<file path="src/rtl/gdio_pkg.sv">
// constants shared by the general digital io port design
package gdio_pkg;
    localparam int         GDIO_PINS     = 8;
    localparam int         GDIO_ADDR_W   = 4;
    // register byte offsets
    localparam logic [3:0] GDIO_OFS_OUT  = 4'h0;
    localparam logic [3:0] GDIO_OFS_DIR  = 4'h4;
    localparam logic [3:0] GDIO_OFS_IN   = 4'h8;
    localparam logic [3:0] GDIO_OFS_CTRL = 4'hC;
    // field positions and reset values
    localparam int         GDIO_PUD_BIT  = 0;
    localparam logic [7:0] GDIO_RST_OUT  = 8'h00;
    localparam logic [7:0] GDIO_RST_DIR  = 8'h00;
    localparam logic       GDIO_RST_PUD  = 1'h0;
    localparam logic [7:0] GDIO_RST_SYNC = 8'h00;
    // bus answers
    localparam logic [1:0] GDIO_OKAY     = 2'h0;
    localparam logic [1:0] GDIO_SLVERR   = 2'h2;
    // write channel states
    typedef enum logic [1:0] {
        GDIO_WR_IDLE = 2'h1,
        GDIO_WR_RESP = 2'h2
    } gdio_wr_state_t;
endpackage

</file>
<file path="src/rtl/gdio_pin_if.sv">
// control and sample signals between register logic and the pad cells
`timescale 1ns/10ps
interface gdio_pin_if #(parameter int N = 8);
    logic [N-1:0] dir;
    logic [N-1:0] out_val;
    logic         global_pullup_disable;
    logic [N-1:0] alt_en;
    logic [N-1:0] alt_oe;
    logic [N-1:0] alt_out;
    logic [N-1:0] pin_sync;
    modport ctrl (output dir, out_val, global_pullup_disable, alt_en, alt_oe, alt_out,
                  input pin_sync);
    modport pad (input dir, out_val, global_pullup_disable, alt_en, alt_oe, alt_out,
                 output pin_sync);
endinterface

</file>
<file path="src/rtl/gdio_pad_cell.sv">
// per-pin drivers, pull-up control and input synchronisers
`timescale 1ns/10ps
module gdio_pad_cell
    import gdio_pkg::*;
#(
    parameter int N = GDIO_PINS
)
(
    // clock and reset
    input  wire logic         aclk,
    input  wire logic         aresetn,
    // register side
    gdio_pin_if.pad           pins,
    // pads
    input  wire logic [N-1:0] pad_in,
    output logic      [N-1:0] pad_out,
    output logic      [N-1:0] pad_oe,
    output logic      [N-1:0] pad_pullup
);
    logic [N-1:0] sync_a;
    logic [N-1:0] sync_b;
    logic [N-1:0] next_sync_a;
    logic [N-1:0] next_sync_b;

    genvar i;
    generate
        for (i = 0; i < N; i++)
        begin : g_pin
            logic oe_i;
            logic val_i;
            // alternate function only touches its own pin
            assign oe_i  = pins.alt_en[i] ? pins.alt_oe[i] : pins.dir[i];
            assign val_i = pins.alt_en[i] ? pins.alt_out[i]
                                          : pins.out_val[i];
            // reset gates the drivers without any clock edge
            assign pad_oe[i]     = aresetn & oe_i;
            assign pad_out[i]    = aresetn & oe_i & val_i;
            assign pad_pullup[i] = aresetn & ~oe_i & pins.out_val[i]
                                   & ~pins.alt_en[i] & ~pins.global_pullup_disable;
        end
    endgenerate

    always_comb
    begin
        next_sync_a = pad_in;
        next_sync_b = sync_a;
        if (!aresetn)
        begin
            next_sync_a = GDIO_RST_SYNC;
            next_sync_b = GDIO_RST_SYNC;
        end
    end

    // two-stage capture of the pin levels
    always_ff @(posedge aclk)
    begin
        sync_a <= next_sync_a;
        sync_b <= next_sync_b;
    end

    assign pins.pin_sync = sync_b;
endmodule // gdio_pad_cell

</file>
<file path="src/rtl/gdio_port.sv">
// general digital io port with axi4-lite register access
//
// Contract
// - direction bit one makes the pin an output, zero an input.
// - input pin with data bit one gets its pull-up enabled.
// - output pin drives the data bit value.
// - reset tri-states every pin, without needing a clock.
// - writing one to the input register toggles the data bit.
// - input register is read-only storage; data and direction read/write.
// - global pull-up disable turns off every pull-up.
// - changing one bit leaves the other pins untouched.
// - three separate registers, one bit per pin at the same position.
// - alternate function on some pins leaves the others unchanged.
// - pin level is synchronised before reaching the input register.
// - a driven level reads back through the same synchroniser.
`timescale 1ns/10ps
module gdio_port
    import gdio_pkg::*;
#(
    parameter int N = GDIO_PINS
)
(
    // clock and reset
    input  wire logic                   aclk,
    input  wire logic                   aresetn,
    // axi4-lite write address
    input  wire logic [GDIO_ADDR_W-1:0] s_axi_awaddr,
    input  wire logic                   s_axi_awvalid,
    output logic                        s_axi_awready,
    // axi4-lite write data
    input  wire logic [31:0]            s_axi_wdata,
    input  wire logic [3:0]             s_axi_wstrb,
    input  wire logic                   s_axi_wvalid,
    output logic                        s_axi_wready,
    // axi4-lite write response
    output logic      [1:0]             s_axi_bresp,
    output logic                        s_axi_bvalid,
    input  wire logic                   s_axi_bready,
    // axi4-lite read
    input  wire logic [GDIO_ADDR_W-1:0] s_axi_araddr,
    input  wire logic                   s_axi_arvalid,
    output logic                        s_axi_arready,
    output logic      [31:0]            s_axi_rdata,
    output logic      [1:0]             s_axi_rresp,
    output logic                        s_axi_rvalid,
    input  wire logic                   s_axi_rready,
    // alternate function overrides
    input  wire logic [N-1:0]           alt_en,
    input  wire logic [N-1:0]           alt_oe,
    input  wire logic [N-1:0]           alt_out,
    // pads
    input  wire logic [N-1:0]           pad_in,
    output logic      [N-1:0]           pad_out,
    output logic      [N-1:0]           pad_oe,
    output logic      [N-1:0]           pad_pullup
);
    gdio_pin_if #(.N(N)) pins ();

    // register state
    logic [N-1:0] out_data;
    logic [N-1:0] dir;
    logic         global_pullup_disable;
    logic [N-1:0] next_out_data;
    logic [N-1:0] next_dir;
    logic         next_pud;

    // write channel state
    gdio_wr_state_t            wr_state;
    gdio_wr_state_t            next_wr_state;
    logic                      aw_hold;
    logic                      w_hold;
    logic [GDIO_ADDR_W-1:0]    aw_addr;
    logic [31:0]               w_data;
    logic [3:0]                w_strb;
    logic [1:0]                bresp;
    logic                      next_aw_hold;
    logic                      next_w_hold;
    logic [GDIO_ADDR_W-1:0]    next_aw_addr;
    logic [31:0]               next_w_data;
    logic [3:0]                next_w_strb;
    logic [1:0]                next_bresp;

    // read channel state
    logic                      rvalid;
    logic [31:0]               rdata;
    logic [1:0]                rresp;
    logic                      next_rvalid;
    logic [31:0]               next_rdata;
    logic [1:0]                next_rresp;

    // write decode helpers
    logic                      aw_take;
    logic                      w_take;
    logic                      wr_fire;
    logic [GDIO_ADDR_W-1:0]    wa;
    logic [31:0]               wd;
    logic [3:0]                ws;
    logic                      wr_in;
    logic                      wr_out;
    logic                      wr_dir;

    assign s_axi_awready = !aw_hold && (wr_state == GDIO_WR_IDLE);
    assign s_axi_wready  = !w_hold && (wr_state == GDIO_WR_IDLE);
    assign s_axi_bvalid  = (wr_state == GDIO_WR_RESP);
    assign s_axi_bresp   = bresp;
    assign s_axi_arready = !rvalid;
    assign s_axi_rvalid  = rvalid;
    assign s_axi_rdata   = rdata;
    assign s_axi_rresp   = rresp;

    assign aw_take = s_axi_awvalid && s_axi_awready;
    assign w_take  = s_axi_wvalid && s_axi_wready;
    assign wa      = aw_hold ? aw_addr : s_axi_awaddr;
    assign wd      = w_hold ? w_data : s_axi_wdata;
    assign ws      = w_hold ? w_strb : s_axi_wstrb;
    assign wr_fire = (aw_hold || aw_take) && (w_hold || w_take);
    assign wr_in   = wr_fire && (wa == GDIO_OFS_IN) && ws[0];
    assign wr_out  = wr_fire && (wa == GDIO_OFS_OUT) && ws[0];
    assign wr_dir  = wr_fire && (wa == GDIO_OFS_DIR) && ws[0];

    always_comb
    begin
        next_wr_state = wr_state;
        next_aw_hold  = aw_hold;
        next_w_hold   = w_hold;
        next_aw_addr  = aw_addr;
        next_w_data   = w_data;
        next_w_strb   = w_strb;
        next_bresp    = bresp;
        case (wr_state)
            GDIO_WR_IDLE:
            begin
                if (aw_take)
                begin
                    next_aw_hold = 1'b1;
                    next_aw_addr = s_axi_awaddr;
                end
                if (w_take)
                begin
                    next_w_hold = 1'b1;
                    next_w_data = s_axi_wdata;
                    next_w_strb = s_axi_wstrb;
                end
                if (wr_fire)
                begin
                    next_aw_hold  = 1'b0;
                    next_w_hold   = 1'b0;
                    next_wr_state = GDIO_WR_RESP;
                    case (wa)
                        GDIO_OFS_OUT, GDIO_OFS_DIR,
                        GDIO_OFS_IN, GDIO_OFS_CTRL: next_bresp = GDIO_OKAY;
                        default:                    next_bresp = GDIO_SLVERR;
                    endcase
                end
            end
            GDIO_WR_RESP:
            begin
                if (s_axi_bready)
                begin
                    next_wr_state = GDIO_WR_IDLE;
                end
            end
            default:
            begin
                next_wr_state = GDIO_WR_IDLE;
            end
        endcase
        if (!aresetn)
        begin
            next_wr_state = GDIO_WR_IDLE;
            next_aw_hold  = 1'b0;
            next_w_hold   = 1'b0;
            next_bresp    = GDIO_OKAY;
        end
    end

    always_ff @(posedge aclk)
    begin
        wr_state <= next_wr_state;
        aw_hold  <= next_aw_hold;
        w_hold   <= next_w_hold;
        aw_addr  <= next_aw_addr;
        w_data   <= next_w_data;
        w_strb   <= next_w_strb;
        bresp    <= next_bresp;
    end

    // register file; only byte lane 0 carries pin bits
    always_comb
    begin
        next_out_data = out_data;
        next_dir      = dir;
        next_pud      = global_pullup_disable;
        if (wr_out)
        begin
            next_out_data = wd[N-1:0];
        end
        if (wr_dir)
        begin
            next_dir = wd[N-1:0];
        end
        if (wr_in)
        begin
            next_out_data = out_data ^ wd[N-1:0];
        end
        if (wr_fire && (wa == GDIO_OFS_CTRL) && ws[0])
        begin
            next_pud = wd[GDIO_PUD_BIT];
        end
        if (!aresetn)
        begin
            next_out_data = GDIO_RST_OUT;
            next_dir      = GDIO_RST_DIR;
            next_pud      = GDIO_RST_PUD;
        end
    end

    always_ff @(posedge aclk)
    begin
        out_data <= next_out_data;
        dir      <= next_dir;
        global_pullup_disable      <= next_pud;
    end

    // read channel
    always_comb
    begin
        next_rvalid = rvalid;
        next_rdata  = rdata;
        next_rresp  = rresp;
        if (rvalid && s_axi_rready)
        begin
            next_rvalid = 1'b0;
        end
        if (s_axi_arvalid && !rvalid)
        begin
            next_rvalid = 1'b1;
            next_rdata  = 32'h00000000;
            next_rresp  = GDIO_OKAY;
            case (s_axi_araddr)
                GDIO_OFS_OUT:  next_rdata[N-1:0] = out_data;
                GDIO_OFS_DIR:  next_rdata[N-1:0] = dir;
                GDIO_OFS_IN:   next_rdata[N-1:0] = pins.pin_sync;
                GDIO_OFS_CTRL: next_rdata[GDIO_PUD_BIT] = global_pullup_disable;
                default:       next_rresp = GDIO_SLVERR;
            endcase
        end
        if (!aresetn)
        begin
            next_rvalid = 1'b0;
            next_rdata  = 32'h00000000;
            next_rresp  = GDIO_OKAY;
        end
    end

    always_ff @(posedge aclk)
    begin
        rvalid <= next_rvalid;
        rdata  <= next_rdata;
        rresp  <= next_rresp;
    end

    assign pins.dir     = dir;
    assign pins.out_val = out_data;
    assign pins.global_pullup_disable     = global_pullup_disable;
    assign pins.alt_en  = alt_en;
    assign pins.alt_oe  = alt_oe;
    assign pins.alt_out = alt_out;

    gdio_pad_cell #(.N(N)) u_pads (
        .aclk       (aclk),
        .aresetn    (aresetn),
        .pins       (pins),
        .pad_in     (pad_in),
        .pad_out    (pad_out),
        .pad_oe     (pad_oe),
        .pad_pullup (pad_pullup)
    );
endmodule // gdio_port

</file>
<file path="config.mk">
export PLATFORM = sky130hd
export DESIGN_NAME = gdio_port
export DESIGN_NICKNAME = d
export VERILOG_FILES = /design/src/rtl/gdio_pkg.sv /design/src/rtl/gdio_pin_if.sv /design/src/rtl/gdio_pad_cell.sv /design/src/rtl/gdio_port.sv
export SDC_FILE = /design/constraint.sdc
export NUM_CORES = 1
export LEC_CHECK = 0
export BUFFER_PORTS_ARGS = -buffer_cell sky130_fd_sc_hd__buf_2
export CORE_MARGIN = 1.5
export CORE_UTILIZATION = 42
export DETAILED_ROUTE_END_ITERATION = 7
export PLACE_DENSITY = 0.73
export REMOVE_ABC_BUFFERS = 1
export SLEW_MARGIN = 20
export SYNTH_ARGS = -nofsm -noshare
export SYNTH_HDL_FRONTEND = slang
export SYNTH_HIERARCHICAL = 1
export SYNTH_SLANG_ARGS = --single-unit
</file>
<file path="constraint.sdc">
create_clock -name aclk -period 1.7 [get_ports aclk]
set_clock_uncertainty 0.1 [all_clocks]
set_input_delay 0.085 -clock aclk [delete_from_list [all_inputs] [get_ports aclk]]
set_output_delay 0.085 -clock aclk [all_outputs]
set_load 0.02 [all_outputs]
</file>
---- Yosys cells after proc, flatten, opt, wreduce, memory -nomap -nowiden ----
Cells that the tools add are included.
word-level totals
  flip-flop bits (word level) ............. 63
  latch bits .............................. 0
  bits in writable memories ............... 0
  bits in read-only memories .............. 0
  bits of input ports ..................... 83
  output and inout bits ................... 65
  word-level logic and storage cells ...... 159
  memories kept ........................... 0
operators by class
  add/subtract/negate cells ............... 0
  $mul .................................... 0
  divide/modulo/power cells ............... 0
  order comparisons ....................... 0
  eq/ne operators ......................... 10
  shift-type cells ........................ 0
  multiplexer cells ....................... 34
  bitwise logic cells ..................... 66
  reductions and logical operators ........ 34
operator list
  kind                number
  $and 1x1->1         48
  $mux 8              3
  $mux 1              23
  $pmux 7 s3          1
  $not 1->1           17
  $eq 4x4->1 const B  4
  $logic_and 1x1->1   15
  $reduce_and 2->1    6
  $eq 4x3->1 const B  2
  $logic_not 4->1     2
  $mux 2              4
  $reduce_bool 2->1   4
  $reduce_or 4->1     2
  $xor 8x8->8         1
  $mux 4              1
  $pmux 1 s4          1
  $pmux 2 s2          1
  $logic_not 1->1     3
  $eq 2x1->1 const B  1
  $eq 2x2->1 const B  1
  $logic_or 1x1->1    2
  $ne 2x1->1 const B  1
  $ne 2x2->1 const B  1

---- Depth between registers and ports, before layout ----
  depth in word-level cells ............... 9
  depth in mapped cells ................... 7
  gate-level depth less buffers ........... 5

---- Hierarchy ----
The synthesis kept the hierarchy.
by module, submodules not included
  module         instances  cells each  area an instance (um^2)  sequential area each (um^2)
  gdio_port      1          247         2322.2                   1031.0
  gdio_pad_cell  1          94          807.0                    320.3

---- Worst setup path after synthesis ----
Ideal clock, no wire load.
  kind .................................... register -> register
  from .................................... reg aw_hold
  to ...................................... reg out_data[3]
  setup time .............................. 82 ps
  data arrival time ....................... 1594 ps
  data required time ...................... 1518 ps
  setup slack ............................. -76 ps
  stages on the path, launching flop included .. 7
  path buffers ............................ 1
  clock period less this slack ............ 1776 ps
  cells stage by stage .................... dfxtp_1 buf_6 nor3b_4 o21ai_2 or3_4 or3_1 o2111ai_1
on the way
  word-level cells in the longest chain between the ends .. 8
  elaborated cells on any way between the ends .. 14
  classes of those cells .................. eq/ne: 1; mux: 2; reduce/logical: 11
RTL lines
  element                                                   RTL line                            RTL
  start: declaration                                        gdio_port.sv:70                     logic aw_hold;
  start signal: assignment                                  gdio_port.sv:180                    aw_hold <= next_aw_hold;
  $logic_not 1->1                                           gdio_port.sv:102                    assign s_axi_awready = !aw_hold && (wr_state == GDIO_WR_IDLE);
  $logic_and 1x1->1                                         gdio_port.sv:102
  $logic_and 1x1->1                                         gdio_port.sv:111                    assign aw_take = s_axi_awvalid && s_axi_awready;
  $logic_or 1x1->1                                          gdio_port.sv:116                    assign wr_fire = (aw_hold || aw_take) && (w_hold || w_take);
  $logic_and 1x1->1                                         gdio_port.sv:116
  $logic_and 1x1->1, on equally long branches (2 in a row)  gdio_port.sv:117, gdio_port.sv:118
  $mux 8 or $reduce_bool 2->1 (tied branches)               -
  end signal: assignment                                    gdio_port.sv:220                    out_data <= next_out_data;
  end: declaration                                          gdio_port.sv:60                     logic [N-1:0] out_data;
Several ways; a longest one is shown, not always the timed one.
A chain may end at the register's enable or synchronous reset.

---- Worst setup path after layout ----
  from .................................... reg aw_hold
  to ...................................... reg dir[1]
on the way
  word-level cells in the longest chain between the ends .. 7
  elaborated cells on any way between the ends .. 9
  classes of those cells .................. eq/ne: 1; mux: 1; reduce/logical: 7
RTL lines
  element                           RTL line          RTL
  $logic_not 1->1                   gdio_port.sv:102
  $logic_and 1x1->1                 gdio_port.sv:102
  $logic_and 1x1->1                 gdio_port.sv:111
  $logic_or 1x1->1                  gdio_port.sv:116
  $logic_and 1x1->1                 gdio_port.sv:116
  $logic_and 1x1->1 * (2 in a row)  gdio_port.sv:119  assign wr_dir = wr_fire && (wa == GDIO_OFS_DIR) && ws[0];
  end signal: assignment            gdio_port.sv:221  dir <= next_dir;
  end: declaration                  gdio_port.sv:61   logic [N-1:0] dir;
Every way passes the cells marked *; elsewhere a longest branch is shown, timed or not.

==> key figures <==
Pwr
  – LEAKAGE: 1.92 nW
  – Switching share of power: 0.291
  – Internal cell power: 2.59 mW
  – Net Sw Power: 1.06 mW
  – Logic gate share of total power: 0.205
  – P per Cell Area: 816 mW/mm^2
  – VDD IR-drop max: 356 uV
  – Flop pwr share: 0.441
  – Tot Pwr: 3.64 mW
  – Clock power frac: 0.354

Timing
  – Worst Tran Pin Value: 0.501 ns
  – Fmax: 544 MHz
  – Fin. Hold Viols: 0
  – Min Tclk post-route: 1.84 ns
  – Unrepaired setup endpoints after global routing: yes
  – Period utilisation layout: 1.08
  – Max-slew violation count: 0
  – Slack of the critical path: -0.138 ns
  – Max-slew headroom: 0.666
  – Setup violators final: 13

Worst hold path
  – HP Class: input pin to flip-flop

Setup path
  – FF-to-FF End: dir[1]
  – Worst Path Max Fanout: 8
  – Reg2Reg Depth: 8
  – Critical Path End: dir[1]
  – Startpoint types: flip-flop
  – Setup Crit Path Kind: flip-flop to flip-flop
  – Worst path most repeated cell: buf_4
  – Setup crit end kind: flip-flop
  – RR Startpoint: aw_hold
  – CP peak stage delay: 0.37 ns
  – Flop2flop setup slack: -0.14 ns
  – WP data arrival: 1.99 ns
  – WP data required: 1.85 ns
  – Crit. Startpoint: aw_hold
  – Max stage delay cell, worst path: dfxtp_4
  – Crit-path cells: buf_4 -> mux2i_2 -> buf_4 -> nor4_4 -> buf_4 -> buf_12 -> nor2_4 -> a211oi_2

Placed design
  – IO Port Bufs: 94
  – DP Worst Slack: -0.153 ns
  – Hpwl dp: 5.61 mm
  – Gpl congestion: 0.808

Floorplanning
  – Core area: 0.00721 mm^2
  – Die X: 89.3 um
  – IO Pins: 148
  – Rows: 31
  – Die height: 89.3 um
  – DIE AREA: 0.00798 mm^2
  – Initial Utilization: 0.434

CTS
  – # clock sinks: 61
  – Total CTS buffers: 9
  – CTS clk-pin slew, worst paths: 0.07 ns
  – Clock tree buffer depth: 2
  – H-tree depth: 3
  – Clock Root Buffer: clkbuf_8
  – Worst-skew pair later-pin latency: 0.34 ns
  – CTS tree: done

Layout
  – Layout cell share with drive strength beyond 1: 0.387
  – Layout area overhead: 42.8%
  – # diodes: 0
  – Layout filler cell count: 594
  – Final nets: 574

Synthesis
  – Synth area leader: dfxtp_1
  – Number of enable flip-flop cells after synthesis: 13
  – Post-synth ARST share: 0
  – Post-synthesis cell type count: 49
  – Synth Register Bits: 61
  – Top cells by count, synth: dfxtp_1 (48), nand2_1 (34), buf_4 (27)
  – Top-count cell post-synth: dfxtp_1
  – Synth Cell Area: 0.00313 mm^2
  – Predominant post-synthesis flop cell: dfxtp_1
  – Synth warn: 6
  – Syn Inst Count: 341
  – Register area share after synthesis: 0.432
  – Synth top area share: 0.307
  – Syn Area/Cell: 9.18 um^2
  – Synth area leaders: dfxtp_1 (31%), edfxtp_1 (12%), buf_4 (6.5%)

Routing
  – Post-DRT Antenna Nets: 0
  – Routed wire length: 8.27 mm
  – Drt first pass iters: 4
  – Post-Route M1 WL: 3.49 mm
  – Routed vias: 2962
  – Met3 WL: 361 um
  – DR vias/cell: 4.98
  – Drt wl/cell: 13.9 um
  – DRC violations left: 0
  – Top sig layer: met4
  – Iter 0 DRT Violations: 199
  – WL met2: 4.27 mm

Run status
  – Run status: complete, but fails checks
  – Failing checks: negative setup slack

GRT
  – Tot GR Track Use: 0.200
  – Antenna violations before repair: 0
  – First-pass GRT wire length: 12.3 mm
  – Largest net degree at the start of global routing: 27
  – Vias in the first global route: 2702
  – Total gr overflow: 0

Flow run
  – Max Cap Viol: 0
## worst max-delay path, delay by kind of cell (launching register included)
family,cells,cell delay (ns)
muxes,1,0.16
buffers and inverters,4,0.63
DFF,1,0.37
AOI/OAI and AO/OA,1,0.18
and+or+nand+nor,2,0.30
## final cells by class
cell class / instances / area (um^2) / share of cell area
clock buffers: 9 / 124 / 0.0277
clock inverters: 7 / 72.6 / 0.0162
inverters: 6 / 22.5 / 0.00504
multi-input cells: 257 / 1710 / 0.382
flip-flops and latches: 61 / 1360 / 0.304
well taps: 99 / 124 / 0.0277
repair buffers: 156 / 1060 / 0.237
## flip-flops by register name, indices dropped and copies added (netlist names)
register               flops
dir                        8
out_data                   8
s_axi_rdata                8
u_pads/pins.pin_sync       8
u_pads/sync_a              8
w_data                     8
aw_addr                    4
wr_state                   2
aw_hold                    1
global_pullup_disable      1
s_axi_bresp                1
s_axi_rresp                1
s_axi_rvalid               1
w_hold                     1
w_strb                     1
## how the worst min path moves through the flow
stage | to | start | slack, ns | cells after the start
finish | aw_hold | s_axi_wvalid | 0.005 | 4
global route | aw_hold | s_axi_wvalid | 0.06 | 4
CTS | aw_hold | s_axi_wvalid | 0.007 | 4
detailed placement | w_data[7] | s_axi_wdata[7] | 0.18 | 1
global placement | w_data[7] | s_axi_wdata[7] | 0.18 | 1
floorplan | aw_addr[0] | s_axi_awaddr[0] | 0.08 | 0
## cells by family after synthesis
family,share of synthesized area
other,0.00120
DFF,0.432
buffers and inverters,0.0944
muxes,0.0972
and+or+nand+nor,0.259
AOI/OAI and AO/OA,0.116
## placed cells by master (no fill, tap or decap), types with 2 or more instances in the layout
cell type	n
a21oi_1	8
a21oi_2	2
a22oi_1	8
and2_1	18
buf_12	2
buf_2	94
buf_4	30
buf_6	5
clkbuf_8	9
conb_1	26
dfxtp_1	45
dfxtp_4	2
dlygate4sd3_1	24
edfxtp_1	13
inv_1	5
inv_4	2
mux2_2	9
mux2i_1	17
nand2_1	33
nand2b_1	13
nand3_1	5
nand3_2	6
nand3b_1	2
nand4_1	10
nand4b_1	2
nor2_1	18
nor2b_1	9
nor3_1	11
nor4b_4	2
o21ai_0	18
o21ai_1	7
o21ai_2	3
or3_1	2
or3_4	2
## repair_timing
| action | in CTS | in global routing |
|---|---|---|
| hold endpoints to repair | 25 | 0 |
| pin swaps | 6 | 9 |
| hold buffers | 24 | 0 |
| gates cloned | 0 | 1 |
| gates resized for setup | 14 | 31 |
| endpoints found under the setup margin | 12 | 14 |
| buffers inserted | 1 | 5 |
## per-layer routing
layer | vias to the layer above | track usage
li1 | 1457 | -
met5 | - | 0
met3 | 16 | 0.0240
met1 | 1382 | 0.236
met4 | 0 | 0.102
met2 | 107 | 0.357
## through the flow
stage	TNS (ns)	area [um^2]	hold WS, ns	util	instances
3_3_place_gp	-0.402	3800	0.180	0.527	548
3_5_place_dp	-0.637	3800	0.183	0.527	548
2_1_floorplan	-2.26	2950	0.0839	-	324
5_1_grt	-1.69	4470	0.0590	0.619	595
6_report	-0.778	4470	0.00483	0.619	595
4_1_cts	-0.206	4300	0.00721	0.596	589
## power by group through the flow
stage	combinational (mW)	clock, mW	sequential (mW)
after floorplan	0.315	0	1.64
after global placement	0.609	0	1.63
after detailed placement	0.622	0	1.64
after CTS	0.687	1.30	1.61
after global routing	0.805	1.37	1.62
final	0.746	1.29	1.61
Power figures use the tool's default switching activity.
